===== config.mk =====
export PLATFORM = sky130hd
export DESIGN_NAME = srd_shadow_region_decoder
export DESIGN_NICKNAME = d
export VERILOG_FILES = /design/src/shared/srd_pkg.sv /design/src/verilog/srd_shadow_region_decoder.sv /design/src/verilog/srd_shadow_lookup.sv /design/src/verilog/srd_window_match.sv
export VERILOG_INCLUDE_DIRS = /design/src /design/src/shared
export SDC_FILE = /design/constraint.sdc
export NUM_CORES = 1
export LEC_CHECK = 0
export BUFFER_PORTS_ARGS = -buffer_cell sky130_fd_sc_hd__buf_2
export CAP_MARGIN = 20
export CORE_MARGIN = 3
export CORE_UTILIZATION = 59
export DETAILED_ROUTE_END_ITERATION = 8
export HOLD_SLACK_MARGIN = 0.03
export PLACE_DENSITY = 0.91
export SYNTH_ARGS = -nofsm -noshare
export SYNTH_HDL_FRONTEND = slang
export SYNTH_SLANG_ARGS = --single-unit

===== constraint.sdc =====
create_clock -name mclk -period 7.1 [get_ports mclk]
set_clock_uncertainty 0.05 [all_clocks]
set_input_delay 0.355 -clock mclk [delete_from_list [all_inputs] [get_ports mclk]]
set_output_delay 0.355 -clock mclk [all_outputs]
set_load 0.02 [all_outputs]

===== src/shared/srd_params.svh =====
`ifndef SRD_PARAMS_SVH
`define SRD_PARAMS_SVH

// ****************************************************************
// Register indices (byte address is four times the index)
// ****************************************************************
`define SRD_IDX_LOWER_READ 8'h4C
`define SRD_IDX_UPPER_READ 8'h4D
`define SRD_IDX_LOWER_WRITE 8'h4E
`define SRD_IDX_UPPER_WRITE 8'h4F
`define SRD_IDX_LOWER_CACHE 8'h50
`define SRD_IDX_UPPER_CACHE 8'h51
`define SRD_IDX_STRAP_CTRL 8'h52
`define SRD_IDX_RESERVED 8'h53
`define SRD_IDX_FB_WINDOW 8'h54
`define SRD_IDX_WB_OPTION 8'h56

// ****************************************************************
// Reset values
// ****************************************************************
`define SRD_RST_BYTE 8'h00
`define SRD_RST_STRAP 8'hF0
`define SRD_RST_FB 16'hFFFF

// ****************************************************************
// Field positions
// ****************************************************************
`define SRD_CONC_BIT 0
`define SRD_FREQ_LSB 1
`define SRD_FREQ_MSB 2
`define SRD_SRAM_LSB 3
`define SRD_SRAM_MSB 7
`define SRD_FBEN_BIT 0
`define SRD_FB_BASE_LSB 4
`define SRD_FB_BASE_MSB 15
`define SRD_FB_SIZE_MSB 2
`define SRD_STRAP_SRAM_MSB 31
`define SRD_STRAP_SRAM_LSB 27
`define SRD_STRAP_FREQ_MSB 26
`define SRD_STRAP_FREQ_LSB 25

// ****************************************************************
// Address decode constants
// ****************************************************************
`define SRD_AREA_LSB 18
`define SRD_SHADOW_AREA 14'h0003
`define SRD_BLOCK_MSB 17
`define SRD_BLOCK_LSB 14
`define SRD_MB_LSB 20
`define SRD_MAX_SIZE_CODE 3'h4
`define SRD_BLOCKS 16

`endif


===== src/shared/srd_pkg.sv =====
package srd_pkg;

	// ****************************************************************
	// CPU memory cycle as seen on the host pins
	// ****************************************************************
	typedef struct packed {
		logic valid;
		logic isWrite;
		logic [31:0] address;
	} srd_cpu_cycle_type;

	// ****************************************************************
	// Classification of one CPU memory cycle
	// ****************************************************************
	typedef struct packed {
		logic valid;
		logic isWrite;
		logic shadowHit;
		logic toDram;
		logic cacheable;
		logic frameBufferHit;
		logic postedWrite;
	} srd_decode_type;

	// ****************************************************************
	// Whole state of the decoder
	// ****************************************************************
	typedef struct packed {
		srd_cpu_cycle_type sync1;
		srd_cpu_cycle_type sync2;
		logic [7:0] lowerRead;
		logic [7:0] upperRead;
		logic [7:0] lowerWrite;
		logic [7:0] upperWrite;
		logic [7:0] lowerCache;
		logic [7:0] upperCache;
		logic [4:0] sramConfig;
		logic [1:0] busFrequency;
		logic concurrency;
		logic [15:0] frameBufferWindow;
		logic [7:0] writeBufferOption;
		logic wbAck;
		logic [31:0] wbData;
		srd_decode_type decode;
		logic cpuAddressHold;
		logic concurrentL2;
	} srd_state_type;

endpackage


===== src/verilog/srd_shadow_region_decoder.sv =====
`include "srd_params.svh"

module srd_shadow_region_decoder
	import srd_pkg::*;
(
	// Clock and reset
	input wire logic mclk,
	input wire logic reset_n,
	// Wishbone register slave
	input wire logic wb_cyc_i,
	input wire logic wb_stb_i,
	input wire logic wb_we_i,
	input wire logic [31:0] wb_adr_i,
	input wire logic [3:0] wb_sel_i,
	input wire logic [31:0] wb_dat_i,
	output logic [31:0] wb_dat_o,
	output logic wb_ack_o,
	// CPU host bus pins
	input wire logic cpuCycleValid,
	input wire logic cpuCycleWrite,
	input wire logic [31:0] host_address_lines,
	// PCI-to-DRAM activity from the arbiter
	input wire logic pciDramBusy,
	// Decode result toward DRAM and PCI paths
	output srd_decode_type decode,
	// CPU hold and concurrency indication
	output logic cpuAddressHold,
	output logic concurrentL2
);

	srd_state_type state;
	srd_state_type next_state;
	srd_cpu_cycle_type pinCycle;
	logic busRequest;
	logic busWrite;
	logic [7:0] regIndex;
	logic [31:0] readData;
	logic shadowHit;
	logic shadowToDram;
	logic shadowCacheable;
	logic windowHit;
	logic windowSizeValid;
	logic windowEnable;

	// ****************************************************************
	// Pin sampling
	// ****************************************************************

	// Pins are asynchronous to mclk, so the whole cycle goes through two stages
	assign pinCycle.valid = cpuCycleValid;
	assign pinCycle.isWrite = cpuCycleWrite;
	assign pinCycle.address = host_address_lines;

	// ****************************************************************
	// Bus slave decode
	// ****************************************************************

	// A new request is one not already answered in the previous cycle
	assign busRequest = wb_cyc_i && wb_stb_i && !state.wbAck;
	assign busWrite = busRequest && wb_we_i;
	// Word addressing: the register index sits above the byte lanes
	assign regIndex = wb_adr_i[9:2];
	assign windowEnable = state.writeBufferOption[`SRD_FBEN_BIT];

	// ****************************************************************
	// Address classification
	// ****************************************************************

	// Shadow area lookup over all sixteen 16KB blocks
	srd_shadow_lookup shadowLookup (
		.address(state.sync2.address),
		.isWrite(state.sync2.isWrite),
		.readEnable({state.upperRead, state.lowerRead}),
		.writeEnable({state.upperWrite, state.lowerWrite}),
		.cacheEnable({state.upperCache, state.lowerCache}),
		.shadowHit(shadowHit),
		.toDram(shadowToDram),
		.cacheable(shadowCacheable)
	);

	// Frame buffer window bounds check
	srd_window_match windowMatch (
		.address(state.sync2.address),
		.window(state.frameBufferWindow),
		.hit(windowHit),
		.sizeValid(windowSizeValid)
	);

	// ****************************************************************
	// Register read multiplexer
	// ****************************************************************

	// Unmapped indices and the reserved byte read as zero
	always_comb begin
		readData = 32'h0000_0000;
		case (regIndex)
			`SRD_IDX_LOWER_READ: begin
				readData[7:0] = state.lowerRead;
			end
			`SRD_IDX_UPPER_READ: begin
				readData[7:0] = state.upperRead;
			end
			`SRD_IDX_LOWER_WRITE: begin
				readData[7:0] = state.lowerWrite;
			end
			`SRD_IDX_UPPER_WRITE: begin
				readData[7:0] = state.upperWrite;
			end
			`SRD_IDX_LOWER_CACHE: begin
				readData[7:0] = state.lowerCache;
			end
			`SRD_IDX_UPPER_CACHE: begin
				readData[7:0] = state.upperCache;
			end
			`SRD_IDX_STRAP_CTRL: begin
				// Latched strap values show the captured board setup
				readData[`SRD_SRAM_MSB:`SRD_SRAM_LSB] = state.sramConfig;
				readData[`SRD_FREQ_MSB:`SRD_FREQ_LSB] = state.busFrequency;
				readData[`SRD_CONC_BIT] = state.concurrency;
			end
			`SRD_IDX_FB_WINDOW: begin
				readData[15:0] = state.frameBufferWindow;
			end
			`SRD_IDX_WB_OPTION: begin
				readData[7:0] = state.writeBufferOption;
			end
			default: begin
				readData = 32'h0000_0000;
			end
		endcase
	end

	// ****************************************************************
	// Next state
	// ****************************************************************

	always_comb begin
		next_state = state;

		// Synchronisers run through reset so the straps see settled pins
		next_state.sync1 = pinCycle;
		next_state.sync2 = state.sync1;

		if (!reset_n) begin
			next_state.lowerRead = `SRD_RST_BYTE;
			next_state.upperRead = `SRD_RST_BYTE;
			next_state.lowerWrite = `SRD_RST_BYTE;
			next_state.upperWrite = `SRD_RST_BYTE;
			next_state.lowerCache = `SRD_RST_BYTE;
			next_state.upperCache = `SRD_RST_BYTE;
			// A literal cannot be bit-selected, so the reset bit is shifted down
			next_state.concurrency = 1'(`SRD_RST_STRAP >> `SRD_CONC_BIT);
			next_state.frameBufferWindow = `SRD_RST_FB;
			next_state.writeBufferOption = `SRD_RST_BYTE;
			next_state.wbAck = 1'b0;
			next_state.wbData = 32'h0000_0000;
			next_state.decode = '0;
			next_state.cpuAddressHold = 1'b0;
			next_state.concurrentL2 = 1'b0;
			// Straps follow the pins for as long as reset is held
			next_state.sramConfig =
				state.sync2.address[`SRD_STRAP_SRAM_MSB:`SRD_STRAP_SRAM_LSB];
			next_state.busFrequency =
				state.sync2.address[`SRD_STRAP_FREQ_MSB:`SRD_STRAP_FREQ_LSB];
		end else begin
			// Single-cycle answer; ack drops the cycle after it rose
			next_state.wbAck = busRequest;
			if (busRequest) begin
				next_state.wbData = readData;
			end

			// Byte registers live in lane 0, the window in lanes 1..0
			if (busWrite && wb_sel_i[0]) begin
				case (regIndex)
					`SRD_IDX_LOWER_READ: begin
						next_state.lowerRead = wb_dat_i[7:0];
					end
					`SRD_IDX_UPPER_READ: begin
						next_state.upperRead = wb_dat_i[7:0];
					end
					`SRD_IDX_LOWER_WRITE: begin
						next_state.lowerWrite = wb_dat_i[7:0];
					end
					`SRD_IDX_UPPER_WRITE: begin
						next_state.upperWrite = wb_dat_i[7:0];
					end
					`SRD_IDX_LOWER_CACHE: begin
						next_state.lowerCache = wb_dat_i[7:0];
					end
					`SRD_IDX_UPPER_CACHE: begin
						next_state.upperCache = wb_dat_i[7:0];
					end
					`SRD_IDX_STRAP_CTRL: begin
						// Strap bits are read-only; only the enable is taken
						next_state.concurrency = wb_dat_i[`SRD_CONC_BIT];
					end
					`SRD_IDX_FB_WINDOW: begin
						next_state.frameBufferWindow[7:0] = wb_dat_i[7:0];
					end
					`SRD_IDX_WB_OPTION: begin
						next_state.writeBufferOption = wb_dat_i[7:0];
					end
					default: begin
						next_state.concurrency = state.concurrency;
					end
				endcase
			end
			if (busWrite && wb_sel_i[1] && (regIndex == `SRD_IDX_FB_WINDOW)) begin
				next_state.frameBufferWindow[15:8] = wb_dat_i[15:8];
			end

			// Classify the settled CPU cycle one stage after the synchroniser
			next_state.decode.valid = state.sync2.valid;
			next_state.decode.isWrite = state.sync2.isWrite;
			next_state.decode.shadowHit = state.sync2.valid && shadowHit;
			next_state.decode.toDram = state.sync2.valid && shadowToDram;
			next_state.decode.cacheable = state.sync2.valid && shadowCacheable;
			// Window hits need the enable; reserved size codes never match,
			// and posting needs a write on top of the hit
			next_state.decode.frameBufferHit =
				state.sync2.valid && windowEnable && windowHit;
			next_state.decode.postedWrite = state.sync2.valid && state.sync2.isWrite
				&& windowEnable && windowHit && windowSizeValid;

			// Hold the CPU off while PCI owns DRAM, unless concurrency is on
			next_state.cpuAddressHold = pciDramBusy && !state.concurrency;
			next_state.concurrentL2 = pciDramBusy && state.concurrency;
		end
	end

	// ****************************************************************
	// State register
	// ****************************************************************

	// Reset is folded into the next-state logic, which keeps it synchronous
	always_ff @(posedge mclk) begin
		state <= next_state;
	end

	// ****************************************************************
	// Outputs, each straight from a flip-flop
	// ****************************************************************
	assign wb_ack_o = state.wbAck;
	assign wb_dat_o = state.wbData;
	assign decode = state.decode;
	assign cpuAddressHold = state.cpuAddressHold;
	assign concurrentL2 = state.concurrentL2;

endmodule // srd_shadow_region_decoder


===== src/verilog/srd_shadow_lookup.sv =====
`include "srd_params.svh"

module srd_shadow_lookup
	import srd_pkg::*;
(
	// Cycle under decode
	input wire logic [31:0] address,
	input wire logic isWrite,
	// Per-block enables, lower area in bits 7..0
	input wire logic [15:0] readEnable,
	input wire logic [15:0] writeEnable,
	input wire logic [15:0] cacheEnable,
	// Classification
	output logic shadowHit,
	output logic toDram,
	output logic cacheable
);

	logic inArea;
	logic [15:0] blockHit;
	logic [15:0] dramHit;
	logic [15:0] cacheHit;

	// ****************************************************************
	// One 16KB block per entry, C0000h upward
	// ****************************************************************
	assign inArea = address[31:`SRD_AREA_LSB] == `SRD_SHADOW_AREA;

	genvar i;
	generate
		for (i = 0; i < `SRD_BLOCKS; i++) begin : gBlock
			// Block select from address bits of the 16KB granule
			assign blockHit[i] = inArea && (address[`SRD_BLOCK_MSB:`SRD_BLOCK_LSB] == 4'(i));
			// Reads and writes steer on separate enables
			assign dramHit[i] = blockHit[i] && (isWrite ? writeEnable[i] : readEnable[i]);
			// Cacheable only when the block is also read-shadowed
			assign cacheHit[i] = blockHit[i] && cacheEnable[i] && readEnable[i];
		end
	endgenerate

	// Only one block can hit, so an OR is a clean select
	assign shadowHit = |blockHit;
	assign toDram = |dramHit;
	assign cacheable = |cacheHit;

endmodule // srd_shadow_lookup


===== src/verilog/srd_window_match.sv =====
`include "srd_params.svh"

module srd_window_match
	import srd_pkg::*;
(
	// Cycle under decode
	input wire logic [31:0] address,
	// Window register contents
	input wire logic [15:0] window,
	// Match result
	output logic hit,
	output logic sizeValid
);

	logic [11:0] base;
	logic [2:0] sizeCode;
	logic [12:0] span;
	logic [12:0] limit;

	// ****************************************************************
	// Window bounds in 1MB units
	// ****************************************************************
	assign base = window[`SRD_FB_BASE_MSB:`SRD_FB_BASE_LSB];
	assign sizeCode = window[`SRD_FB_SIZE_MSB:0];
	assign sizeValid = sizeCode <= `SRD_MAX_SIZE_CODE;
	assign span = 13'h0001 << sizeCode;
	// Carry bit kept so a window at the top of 4GB does not wrap
	assign limit = {1'b0, base} + span;
	// Reserved size codes never match
	assign hit = sizeValid && (address[31:`SRD_MB_LSB] >= base)
		&& ({1'b0, address[31:`SRD_MB_LSB]} < limit);

endmodule // srd_window_match


## Yosys cells after proc, flatten, opt, wreduce, memory -nomap -nowiden

Cells that the tools add are included.

| cells by class | value |
|---|---|
| reductions and logical operators | 98 |
| magnitude comparators | 3 |
| add/sub/neg operators | 1 |
| equality and inequality tests | 25 |
| multiply operators | 0 |
| divide/modulo/power cells | 0 |
| bitwise gates (word level) | 0 |
| multiplexer cells | 18 |
| shift-type cells | 1 |

Operators with widths:

| cell | count |
|---|---|
| logical AND 1 bit | 83 |
| equality test 8 x 7 -> 1 bit (second input constant) | 9 |
| one-hot mux 8 bit (9 select lines) | 1 |
| OR reduction 16 bit | 3 |
| equality test 4 bit (second input constant) | 8 |
| AND reduction 2 bit | 9 |
| equality test 4 x 3 -> 1 bit (second input constant) | 4 |
| 2-to-1 mux 1 bit | 16 |
| equality test 14 x 2 -> 1 bit (second input constant) | 1 |
| adder 12 x 13 -> 13 bit | 1 |
| < comparator 12 x 13 -> 1 bit | 1 |
| left shift 1 x 3 -> 13 bit (first input constant) | 1 |
| >= comparator 12 bit | 1 |
| equality test 4 x 2 -> 1 bit (second input constant) | 2 |
| 2-to-1 mux 8 bit | 1 |
| equality test 4 x 1 -> 1 bit (second input constant) | 1 |
| logical NOT 4 bit | 1 |
| <= comparator 3 bit (second input constant) | 1 |
| logical NOT 1 bit | 2 |

| word-level totals | value |
|---|---|
| output and inout port bits | 42 |
| memory bits (read-only) | 0 |
| input port bits | 108 |
| memory bits (writable) | 0 |
| latch bits | 0 |
| flip-flop bits (word level) | 174 |
| memories | 0 |

## Logic depth before layout (Yosys ltp)

Gate-level depths: netlist of run 1.

| logic depth | value |
|---|---|
| word-level depth | 6 |
| mapped depth | 16 |

## Modules after synthesis

A second synthesis of run 1 with hierarchy kept.

| unflattened totals | value |
|---|---|
| cell total of the unflattened synthesis | 800 |
| area total of the unflattened synthesis | 7865.0 um2 |

By module, submodules not included:

| module | area each (um2) | times used | cells an instance |
|---|---|---|---|
| srd_shadow_region_decoder | 6348.6 | 1 | 608 |
| srd_window_match | 979.7 | 1 | 132 |
| srd_shadow_lookup | 536.8 | 1 | 60 |

## Worst setup path after synthesis of run 1

No wires, ideal clock.

| timing path | value |
|---|---|
| path type | flip-flop to flip-flop |
| start | register state[50] (netlist bit) |
| end | register state, in the netlist decode[1] |
| arrival | 3178 ps |
| period minus slack after synthesis | 3314 ps |
| slack | 3786 ps |
| required time | 6964 ps |
| cell stages (with the launch flop) | 14 |
| cells stage by stage | dfxtp_1 -> clkbuf_1 -> or3b_2 -> fa_1 -> nor2b_1 -> o31a_1 -> o22ai_1 -> nor3_1 -> xnor2_1 -> ha_1 -> and3_1 -> a221oi_1 -> o21ai_0 -> a211oi_1 |

| between the ends | value |
|---|---|
| word-level cells in the longest chain between the ends | 5 |
| elaborated cells on any way between the ends | 7 |

Ends and longest elaborated chain:

| what | line | source |
|---|---|---|
| from (decl) | srd_shadow_region_decoder.sv:31 | `srd_state_type state;` |
| from (signal assigned) | srd_shadow_region_decoder.sv:237 | `state <= next_state;` |
| left shift 1 x 3 -> 13 bit | srd_window_match.sv:26 | `assign span = 13'h0001 << sizeCode;` |
| adder 12 x 13 -> 13 bit | srd_window_match.sv:28 | `assign limit = {1'b0, base} + span;` |
| < comparator 12 x 13 -> 1 bit | srd_window_match.sv:31 | `` && ({1'b0, address[31:`SRD_MB_LSB]} < limit); `` |
| logical AND 1 bit (*) | srd_window_match.sv:30 | `` assign hit = sizeValid && (address[31:`SRD_MB_LSB] >= base) `` |
| logical AND 1 bit (*) | srd_shadow_region_decoder.sv:221 | `state.sync2.valid && windowEnable && windowHit;` |

Mark *: on every way between the ends. The rest lies on a longest branch, timed or not.
A chain may end at the register's enable or synchronous reset.

## Worst setup path in the final report of run 1

Ends and elaborated chain as after synthesis.

==> reports/results.txt, run 1 <==
Status - completed
Pre-CTS WS - 3370 ps
Min cycle time layout - 3750 ps
R2R cell count - 12
P_int - 1.36 mW
Crit start category - flip-flop
Max incr delay on CP - 560 ps
Most frequent cells in the layout - dfxtp_1, buf_2, nor2_1, mux2i_1, nand2_1
Hold_buf cts - 20
Synth-to-Final Area Change - 12.4%
FF+latch count, synth - 146
CTS resizes - 0
Post-route clock period utilization - 52.8%
Largest net degree at the start of global routing - 70
Total GRT Usage - 26.5%
Post-synth cell types - 66
Setup crit end - decode[1]$_SDFF_PN0_
Global route overflow - 0
First-pass detailed-route iteration total - 6
CP max stage cell - dfxtp_1
Die Y - 115 um
DP HPWL - 11,500 um
Switch share - 23.2%
Worst Path Buf+Inv - 0
N_diodes - 0
First-pass GRT wire length - 27,100 um
F_max - 267 MHz
Htree depth - 4
WP data required - 7360 ps
Placement Cell Area - 7070 um^2
Sequential share of power - 48.3%
Top post-synthesis cells by area - dfxtp_1, mux2i_1, ha_1
Final instance area - 7830 um^2
Rows - 39
Share of cells above drive strength 1 - 17.0%
GP Congestion - 0.912
Post-route ant nets - 0
Synth top area share - 40.0%
Crit path max fanout - 11
Pwr dens - 227 nW/um^2
Crit path arrival time - 4010 ps
Worst-Skew Late Latency - 420 ps
DR vias/cell - 6.17
Vias in the first global route - 5,439
Min Hold Slack - 111 ps
Synth Cell Area - 6960 um^2
Total wire length - 16,900 um
EDFF count, synth - 7
Total number of vias - 5,667
Predominant post-synthesis flop cell - dfxtp_1
Layout net count - 904
Worst vdd ir - 0.162 mV
Final setup viols - 0
Antenna violations before repair - 2
Num CTS Buffers - 17
CTS tree - built
Mean post-synth cell area - 9.70 um^2
Initial drt markers - 726
Max-slew violation count - 0
Max clock buf depth - 2
Core area - 11,500 um^2
Initial Utilization - 60.7%
Worst r2r dst - decode[1]$_SDFF_PN0_
Comb pwr share - 4.9%
Cell taking the most area after synthesis - dfxtp_1
Worst-path cell chain - or3b_2 > fa_1 > nor2b_1 > o31a_1 > o22ai_1 > nor3_1 > xnor2_1 > ha_1 > and3_1 > a221oi_1 > o21ai_0 > a211oi_1
Max_slew headroom - 34.6%
IO Port Bufs - 77
Die W - 115 um
CP Capture Type - flip-flop
Critical path type - reg2reg
DR DRC count - 0
Setup TNS Final - 0 ps
Fraction of registers with async set/reset - 0%
Worst-path clk slew - 60 ps
# Post-CTS Setup Buffers - 0
YS warnings - 0
Clk root buf - clkbuf_16
Critical Path Stages - 12
Clock sinks - 146
Post-synthesis sequential area ratio - 43.0%
Fin worst setup slack - 3350 ps
Slew @ Worst Pin - 974 ps
Fin. Hold Viols - 0
Mapped Cells - 718
Lkg Pwr - 3.44 nW
Crit path launch - state[50]$_SDFFE_PN1P_
Clk pwr share - 46.7%
Hold crit path type - in2reg
R2R setup slack - 3350 ps
Total Die Area - 13,100 um^2
RSZ-0062 raised after global routing - false
Worst r2r src - state[50]$_SDFFE_PN1P_
Most common cell after layout, fill and taps aside - dfxtp_1
Number of I/O pins - 150
Maxcap violations - 0
DR WL/cell - 18.4 um
CP top delay family - simple AND/OR/NAND/NOR gates
Net Sw Power - 0.411 mW
Total Power - 1.77 mW
==> synthesized netlist by cell type, drive strengths merged (2+ instances only) <==
cell and count:
xor2 4, o31a 2, a31oi 5, a21o 5, ha 31, a21oi 35
nand3b 2, o211ai 14, clkbuf 24, and2 13, buf 62, edfxtp 7
o32ai 2, nor3 8, and3 8, o22ai 2, nand3 32, nor3b 3
a211oi 3, mux2i 66, nand2 51, o21a 2, a22o 14, or3 2
a221oi 3, nor2b 9, dfxtp 139, mux2 3, inv 18, nor4 2
and4 4, or3b 2, a222oi 7, nand4 2, mux4 11, nand2b 4
o21ai 22, xnor2 5, nor2 72, and3b 3
==> routing by layer <==
| metal | share of wire, % | GRT usage [%] |
|---|---|---|
| met2 | 46 | 40.6 |
| met3 | 10 | 6.61 |
| met5 | 0.17 | 0 |
| met4 | 3.3 | 14.1 |
| met1 | 41 | 34.3 |
==> cell families after synthesis <==
group	synth area share [%]
AO/OA/AOI/OAI	11.9
XOR/XNOR	1.13
adder cells (fa/ha/maj)	5.86
buffers and inverters	8.45
flip-flops	43.0
multiplexers	13.5
other	0.0539
AND/OR/NAND/NOR	16.0
==> flip-flops by register name, indices dropped and copies added, names as in the netlist <==
signal and count:
concurrentL2 1, state 100, wb_dat_o 16, decode 7
next_state 20, wb_ack_o 1, cpuAddressHold 1
==> worst reg2reg max path, delay by kind of cell (launching register included) <==
| family | cells | cell delay, ps |
|---|---|---|
| AND/OR/NAND/NOR | 4 | 1090 |
| AO/OA/AOI/OAI | 5 | 1080 |
| adder cells (fa/ha/maj) | 2 | 700 |
| flip-flops | 1 | 560 |
| XOR/XNOR | 1 | 170 |
==> worst min path at each step <==
| stage | startpoint | slack, ps | to | cells past startpoint |
|---|---|---|---|---|
| after global placement | next_state[155]$_DFF_P_ | 260 | state[155]$_DFF_P_ | 0 |
| after global routing | pciDramBusy | 120 | cpuAddressHold$_SDFF_PN0_ | 3 |
| after CTS | pciDramBusy | 100 | cpuAddressHold$_SDFF_PN0_ | 3 |
| final | pciDramBusy | 110 | cpuAddressHold$_SDFF_PN0_ | 3 |
| after detailed placement | next_state[138]$_DFF_P_ | 260 | state[138]$_DFF_P_ | 0 |
| after floorplan | next_state[136]$_DFF_P_ | 260 | state[136]$_DFF_P_ | 0 |
==> power groups by stage <==
stage | sequential, mW | clock (mW) | combinational, mW
2_1_floorplan | 0.865 | 0 | 0.0648
3_3_place_gp | 0.873 | 0 | 0.0753
3_5_place_dp | 0.874 | 0 | 0.0769
4_1_cts | 0.856 | 0.834 | 0.0860
5_1_grt | 0.858 | 0.871 | 0.0963
6_report | 0.857 | 0.829 | 0.0877
==> layout make-up <==
type                    instances  area [um^2]
fillers                       818         3640
multi-input cells             483         3440
flip-flops and latches        146         2990
repair buffers                 98          593
clock buffers                  21          482
well taps                     143          179
clock inverters                10         73.8
inverters                      18         67.6
==> metrics by stage <==
stage	util (%)	instances
after floorplan	-	733
after CTS	68.2	919
after global placement	61.6	868
final	68.2	919
after detailed placement	61.6	868
after global routing	68.2	919
Note: power is estimated with default switching activity, not from simulation.
==> run 2, diff against run 1 <==
Settings changed: ABC_AREA set to 1, CORE_UTILIZATION 59 to 55, PLACE_DENSITY 0.91 to 0.85.
Clock period 7.1 ns to 3.8 ns, I/O delays scaled along.
==> reports/results.txt, run 2 <==
# Post-CTS Setup Buffers - 0 (unchanged)
FF+latch count, synth - 146 (unchanged)
Inst Count DP - 1,152 (+33%)
Synth top area share - 39.7% (-0.24 points)
Status - completed
Initial Utilization - 57.4% (-3.4 points)
Maxcap violations - 0 (unchanged)
Pwr dens - 422 nW/um^2 (+86%)
Crit start category - flip-flop
Die Y - 119 um (+3.7%)
Total Die Area - 14,100 um^2 (+7.5%)
Die W - 119 um (+3.7%)
N_diodes - 0 (unchanged)
Slew @ Worst Pin - 905 ps (-69.2 ps)
Worst Hold Depth - 3 (unchanged)
R2R setup slack - 480 ps (-2870 ps)
DR vias/cell - 5.32 (-14%)
Fill cell count - 1,051 (+28%)
Mapped Cells - 952 (+33%)
Layout net count - 1,173 (+30%)
Fin cells - 1,214 (+32%)
DR DRC count - 0 (unchanged)
Hold crit path type - in2reg
First-pass detailed-route iteration total - 6 (unchanged)
Clock sinks - 146 (unchanged)
WP data required - 4070 ps (-3290 ps)
Lkg Pwr - 3.77 nW (+9.6%)
Post-route clock period utilization - 87.3% (+35 points)
Multi-input logic area - 3290 um^2 (-4.3%)
Max clock buf depth - 2 (unchanged)
Largest Register - state
Cell taking the most area after synthesis - dfxtp_1
Max FFs per register - 100 (unchanged)
Vias in the first global route - 5,844 (+7.4%)
Initial drt markers - 738 (+1.7%)
Antenna violations before repair - 0 (-2)
Predominant post-synthesis flop cell - dfxtp_1
Worst vdd ir - 0.354 mV (+120%)
Met2 Use GR - 40.6% (about the same)
GP Congestion - 0.981 (+7.5%)
DR WL/cell - 14.9 um (-19%)
Post-synth top cells - nand2_1, dfxtp_1, nor2_1, o21ai_0, inv_1
Min cycle time layout - 3320 ps (-429 ps)
Crit path arrival time - 3590 ps (-420 ps)
R2R cell count - 19 (+7)
Clk root buf - clkbuf_16
Sequential cell area - 2990 um^2 (unchanged)
Worst-Skew Late Latency - 430 ps (about the same)
Worst-path clk slew - 60 ps (about the same)
DP HPWL - 12,400 um (+7.4%)
Total wire length - 18,100 um (+7.4%)
RSZ-0062 raised after global routing - false
Hold_buf cts - 29 (+45%)
Synth Cell Area - 7000 um^2 (+0.61%)
Setup TNS Final - 0 ps (unchanged)
Mean post-synth cell area - 7.36 um^2 (-24%)
Fraction of registers with async set/reset - 0% (unchanged)
CTS resizes - 0 (unchanged)
Most common cell in the netlist - nand2_1
Global route overflow - 0 (unchanged)
Rows - 40 (+2.6%)
Crit path max fanout - 6 (-5)
Number of I/O pins - 150 (unchanged)
Met1 global-route usage - 32.9% (-1.5 points)
Share of cells above drive strength 1 - 12.7% (-4.3 points)
Final setup viols - 0 (unchanged)
Synth-to-Final Area Change - 16.3%
Fin. Hold Viols - 0 (unchanged)
Grt peak-use layer - met2
Most frequent cells in the layout - nand2_1, dfxtp_1, nor2_1, o21ai_0, inv_1
Total GRT Usage - 25.5% (-0.93 points)
CP Capture Type - flip-flop
IO Port Bufs - 77 (unchanged)
Post-route ant nets - 0 (unchanged)
F_max - 301 MHz (+13%)
Total Power - 3.43 mW (+94%)
Htree depth - 4 (unchanged)
Critical path type - reg2reg
CTS tree - built
Total number of vias - 6,454 (+14%)
First-pass GRT wire length - 28,500 um (+5.4%)
Core area - 12,200 um^2 (+6.5%)
YS warnings - 0 (unchanged)
Max-slew violation count - 0 (unchanged)
Top post-synthesis cells by area - dfxtp_1, nand2_1, o21ai_0
Num CTS Buffers - 17 (unchanged)
Post-synth cell types - 37 (-44%)
Most common cell after layout, fill and taps aside - nand2_1
Post-synthesis sequential area ratio - 42.7% (-0.26 points)
Max_slew headroom - 39.5% (+4.9 points)
Largest net degree at the start of global routing - 52 (-26%)
EDFF count, synth - 7 (unchanged)
Met3 usage - 6.60% (about the same)
[run 2: cell types whose count changed after synthesis, sizes merged, moves of 14 or more]
cell | before | now
mux2i | 66 | 0
nor2 | 72 | 131
buf | 62 | 46
nand2 | 51 | 212
nand3 | 32 | 47
a22o | 14 | 0
o21ai | 22 | 100
inv | 18 | 97
a21oi | 35 | 61
[run 2: routing by layer]
| metal | vias to the layer above | share of wire [%] | routed length [um] |
|---|---|---|---|
| met1 | 2901 | 43 | 7710 |
| met2 | 286 | 46 | 8400 |
| li1 | 3206 | - | - |
| met4 | 0 | 3.3 | 603 |
| met5 | - | 0 | 0 |
| met3 | 61 | 7.8 | 1420 |
[run 2: critical path: stages (launching register included)]
cell	delay [ps]
dfxtp_1	340
inv_1	150
nand2_1	110
nor2_1	120
ha_1	170
inv_1	50
fa_1	380
o21ai_0	170
buf_4	150
a31oi_1	100
nor3_1	190
xor2_1	110
ha_1	300
nand2_1	50
nor2_1	190
nand4_1	140
nor3_1	190
nor2_1	70
nand3_1	110
nor2_1	60
[run 2: logic make-up after synthesis]
logic type	count (synthesis)	share of synthesized area, %
simple gates	422	25.3
fa+ha+maj	32	5.82
compound gates	182	13.8
xor+xnor	9	1.13
other cells	1	0.0535
flops	146	42.7
buf+inv	160	11.1
[run 2: worst paths after layout]
check	from	end
worst min register to register	next_state[145]$_DFF_P_	state[145]$_DFF_P_
worst max register to register	state[50]$_SDFFE_PN1P_	decode[1]$_SDFF_PN0_
worst max-delay path	state[50]$_SDFFE_PN1P_	decode[1]$_SDFF_PN0_
worst min-delay path	wb_dat_i[7]	state[97]$_SDFFE_PN0P_
[run 2: final cells by class]
class,instances,area share [%]
Multi-Input combinational cell,661,40.4
Sequential cell,146,36.7
Timing Repair Buffer,109,8.66
Clock buffer,17,5.22
Inverter,98,4.52
Tap cell,168,2.58
Clock inverter,15,1.89
[run 2: where the power goes]
group / switching [mW] / internal, mW / total [mW]
sequential: 0.0209 / 1.58 / 1.60
clock: 0.679 / 0.970 / 1.65
combinational: 0.119 / 0.0676 / 0.187
total: 0.819 / 2.62 / 3.43
[run 2: metrics by stage]
stage / instance area, um^2 / hold WS, ps / setup slack, ps / utilization, %
floorplan: 7060 / 168 / 798 / -
global placement: 7260 / 242 / 646 / 59.5
detailed placement: 7260 / 244 / 585 / 59.5
CTS: 8130 / 69.1 / 481 / 66.6
global route: 8150 / 104 / 75.2 / 66.7
finish: 8150 / 79.8 / 481 / 66.7
==> run 3, diff against run 2 <==
Settings changed: CELL_PAD_IN_SITES_DETAIL_PLACEMENT set to 1, CELL_PAD_IN_SITES_GLOBAL_PLACEMENT set to 2, CORE_UTILIZATION 55 to 30, PLACE_DENSITY 0.85 to 0.84.
==> reports/results.txt, run 3 (synthesis results as in run 2) <==
Met3 usage - 3.76% (-2.8 points)
Clk root buf - clkbuf_16
DR vias/cell - 4.65 (-13%)
DP HPWL - 16,200 um (+31%)
Die W - 159 um (+34%)
Setup TNS Final - 0 ps (unchanged)
Total wire length - 21,800 um (+20%)
Vias in the first global route - 6,517 (+12%)
Largest Register - state
DR WL/cell - 16.0 um (+7.2%)
Htree depth - 4 (unchanged)
First-pass detailed-route iteration total - 4 (-2)
Crit start category - flip-flop
Number of I/O pins - 150 (unchanged)
Met1 global-route usage - 23.2% (-9.6 points)
Maxcap violations - 0 (unchanged)
Most common cell after layout, fill and taps aside - nand2_1
Slew @ Worst Pin - 944 ps (+39.4 ps)
Inst Count DP - 1,302 (+13%)
Share of cells above drive strength 1 - 13.0% (+0.26 points)
CTS resizes - 0 (unchanged)
Final setup viols - 0 (unchanged)
Post-route ant nets - 0 (unchanged)
Crit path max fanout - 6 (unchanged)
Met2 Use GR - 29.9% (-11 points)
Max clock buf depth - 2 (unchanged)
Most used cell, CP - nor2_1
DR DRC count - 0 (unchanged)
Fill cell count - 2,832 (+170%)
CP max stage cell - fa_1
Lkg Pwr - 3.81 nW (+1.2%)
Max FFs per register - 100 (unchanged)
CP Capture Type - flip-flop
F_max - 294 MHz (-2.5%)
Status - completed
Grt peak-use layer - met2
Most frequent cells in the layout - nand2_1, dfxtp_1, nor2_1, o21ai_0, inv_1
Initial drt markers - 292 (-60%)
Core area - 22,800 um^2 (+87%)
Hold crit path type - in2reg
Global route overflow - 0 (unchanged)
RSZ-0062 raised after global routing - false
Worst-path clk slew - 60 ps (about the same)
Max_slew headroom - 37.0% (-2.5 points)
Die Y - 159 um (+34%)
# Post-CTS Setup Buffers - 0 (unchanged)
Fin worst setup slack - 395 ps (-85.9 ps)
IO Port Bufs - 77 (unchanged)
Total GRT Usage - 17.7% (-7.8 points)
Pwr dens - 429 nW/um^2 (+1.7%)
Critical path type - reg2reg
Max incr delay on CP - 390 ps (about the same)
Crit path arrival time - 3670 ps (+80 ps)
Worst-path cell chain - inv_1 > nand2_1 > nor2_1 > ha_1 > inv_1 > fa_1 > o21ai_0 > a31oi_1 > nor3_1 > xor2_1 > ha_1 > nand2_1 > nor2_1 > nand4_1 > nor3_1 > nor2_1 > nand3_1 > nor2_1
Layout net count - 1,177 (+0.34%)
Min cycle time layout - 3410 ps (+85.9 ps)
Post-route clock period utilization - 89.6% (+2.3 points)
Rows - 55 (+38%)
GP Congestion - 0.826 (-16%)
Total Die Area - 25,200 um^2 (+79%)
CTS tree - built
Pre-CTS WS - 392 ps (-192 ps)
Initial Utilization - 30.7% (-27 points)
Worst vdd ir - 0.206 mV (-42%)
Antenna violations before repair - 0 (unchanged)
Fin cells - 1,361 (+12%)
Max-slew violation count - 0 (unchanged)
Total number of vias - 6,327 (-2.0%)
Fin. Hold Viols - 0 (unchanged)
Largest net degree at the start of global routing - 60 (+15%)
First-pass GRT wire length - 35,400 um (+24%)
Clock sinks - 146 (unchanged)
Worst-Skew Late Latency - 430 ps (about the same)
Hold_buf cts - 29 (unchanged)
Synth-to-Final Area Change - 20.2%
Num CTS Buffers - 17 (unchanged)
WP data required - 4070 ps (about the same)
N_diodes - 0 (unchanged)
## run 3: cell type report
type                    count  area (um^2)  share of cell area [%]
clock buffers              18          450                    5.35
repair buffers            113          741                    8.80
flip-flops and latches    146         2990                    35.6
multi-input cells         661         3290                    39.1
clock inverters            12          181                    2.16
well taps                 313          392                    4.65
inverters                  98          368                    4.37
## run 3: worst paths after layout
path	endpoint	startpoint	depth (start not counted)	slack (ps)
worst max-delay path	decode[0]$_SDFF_PN0_	state[51]$_SDFFE_PN1P_	18	390
worst min register to register	state[139]$_DFF_P_	next_state[139]$_DFF_P_	0	280
worst min-delay path	state[57]$_SDFFE_PN1P_	wb_dat_i[7]	3	70
worst max register to register	decode[0]$_SDFF_PN0_	state[51]$_SDFFE_PN1P_	18	390
## run 3: report_power, final
part / switching (mW) / internal, mW / total (mW)
sequential: 0.0240 / 1.58 / 1.60
combinational: 0.120 / 0.0693 / 0.189
clock: 0.682 / 1.13 / 1.82
## run 3: stage by stage
step | utilization [%] | hold WS [ps] | area, um^2 | total power [mW]
after floorplan | - | 168 | 7060 | 1.74
after global placement | 32.9 | 242 | 7490 | 1.80
after detailed placement | 32.9 | 244 | 7490 | 1.80
after CTS | 36.9 | 43.4 | 8420 | 3.65
after global routing | 36.9 | 69.0 | 8420 | 3.75
final | 36.9 | 68.0 | 8420 | 3.61
## run 3: worst max-delay path, delay by kind of cell, from the launching register on
| kind | cells | cell delay, ps |
|---|---|---|
| and+or+nand+nor | 10 | 1200 |
| adders and majority gates | 3 | 880 |
| AOI/OAI and AO/OA | 2 | 510 |
| DFF | 1 | 340 |
| buffers and inverters | 2 | 210 |
| xor gates and xnor gates | 1 | 100 |
## run 3: routing by layer
layer	vias up	routed length (um)
li1	3203	-
met2	99	10600
met4	0	206
met1	3009	10300
met5	-	0
met3	16	730
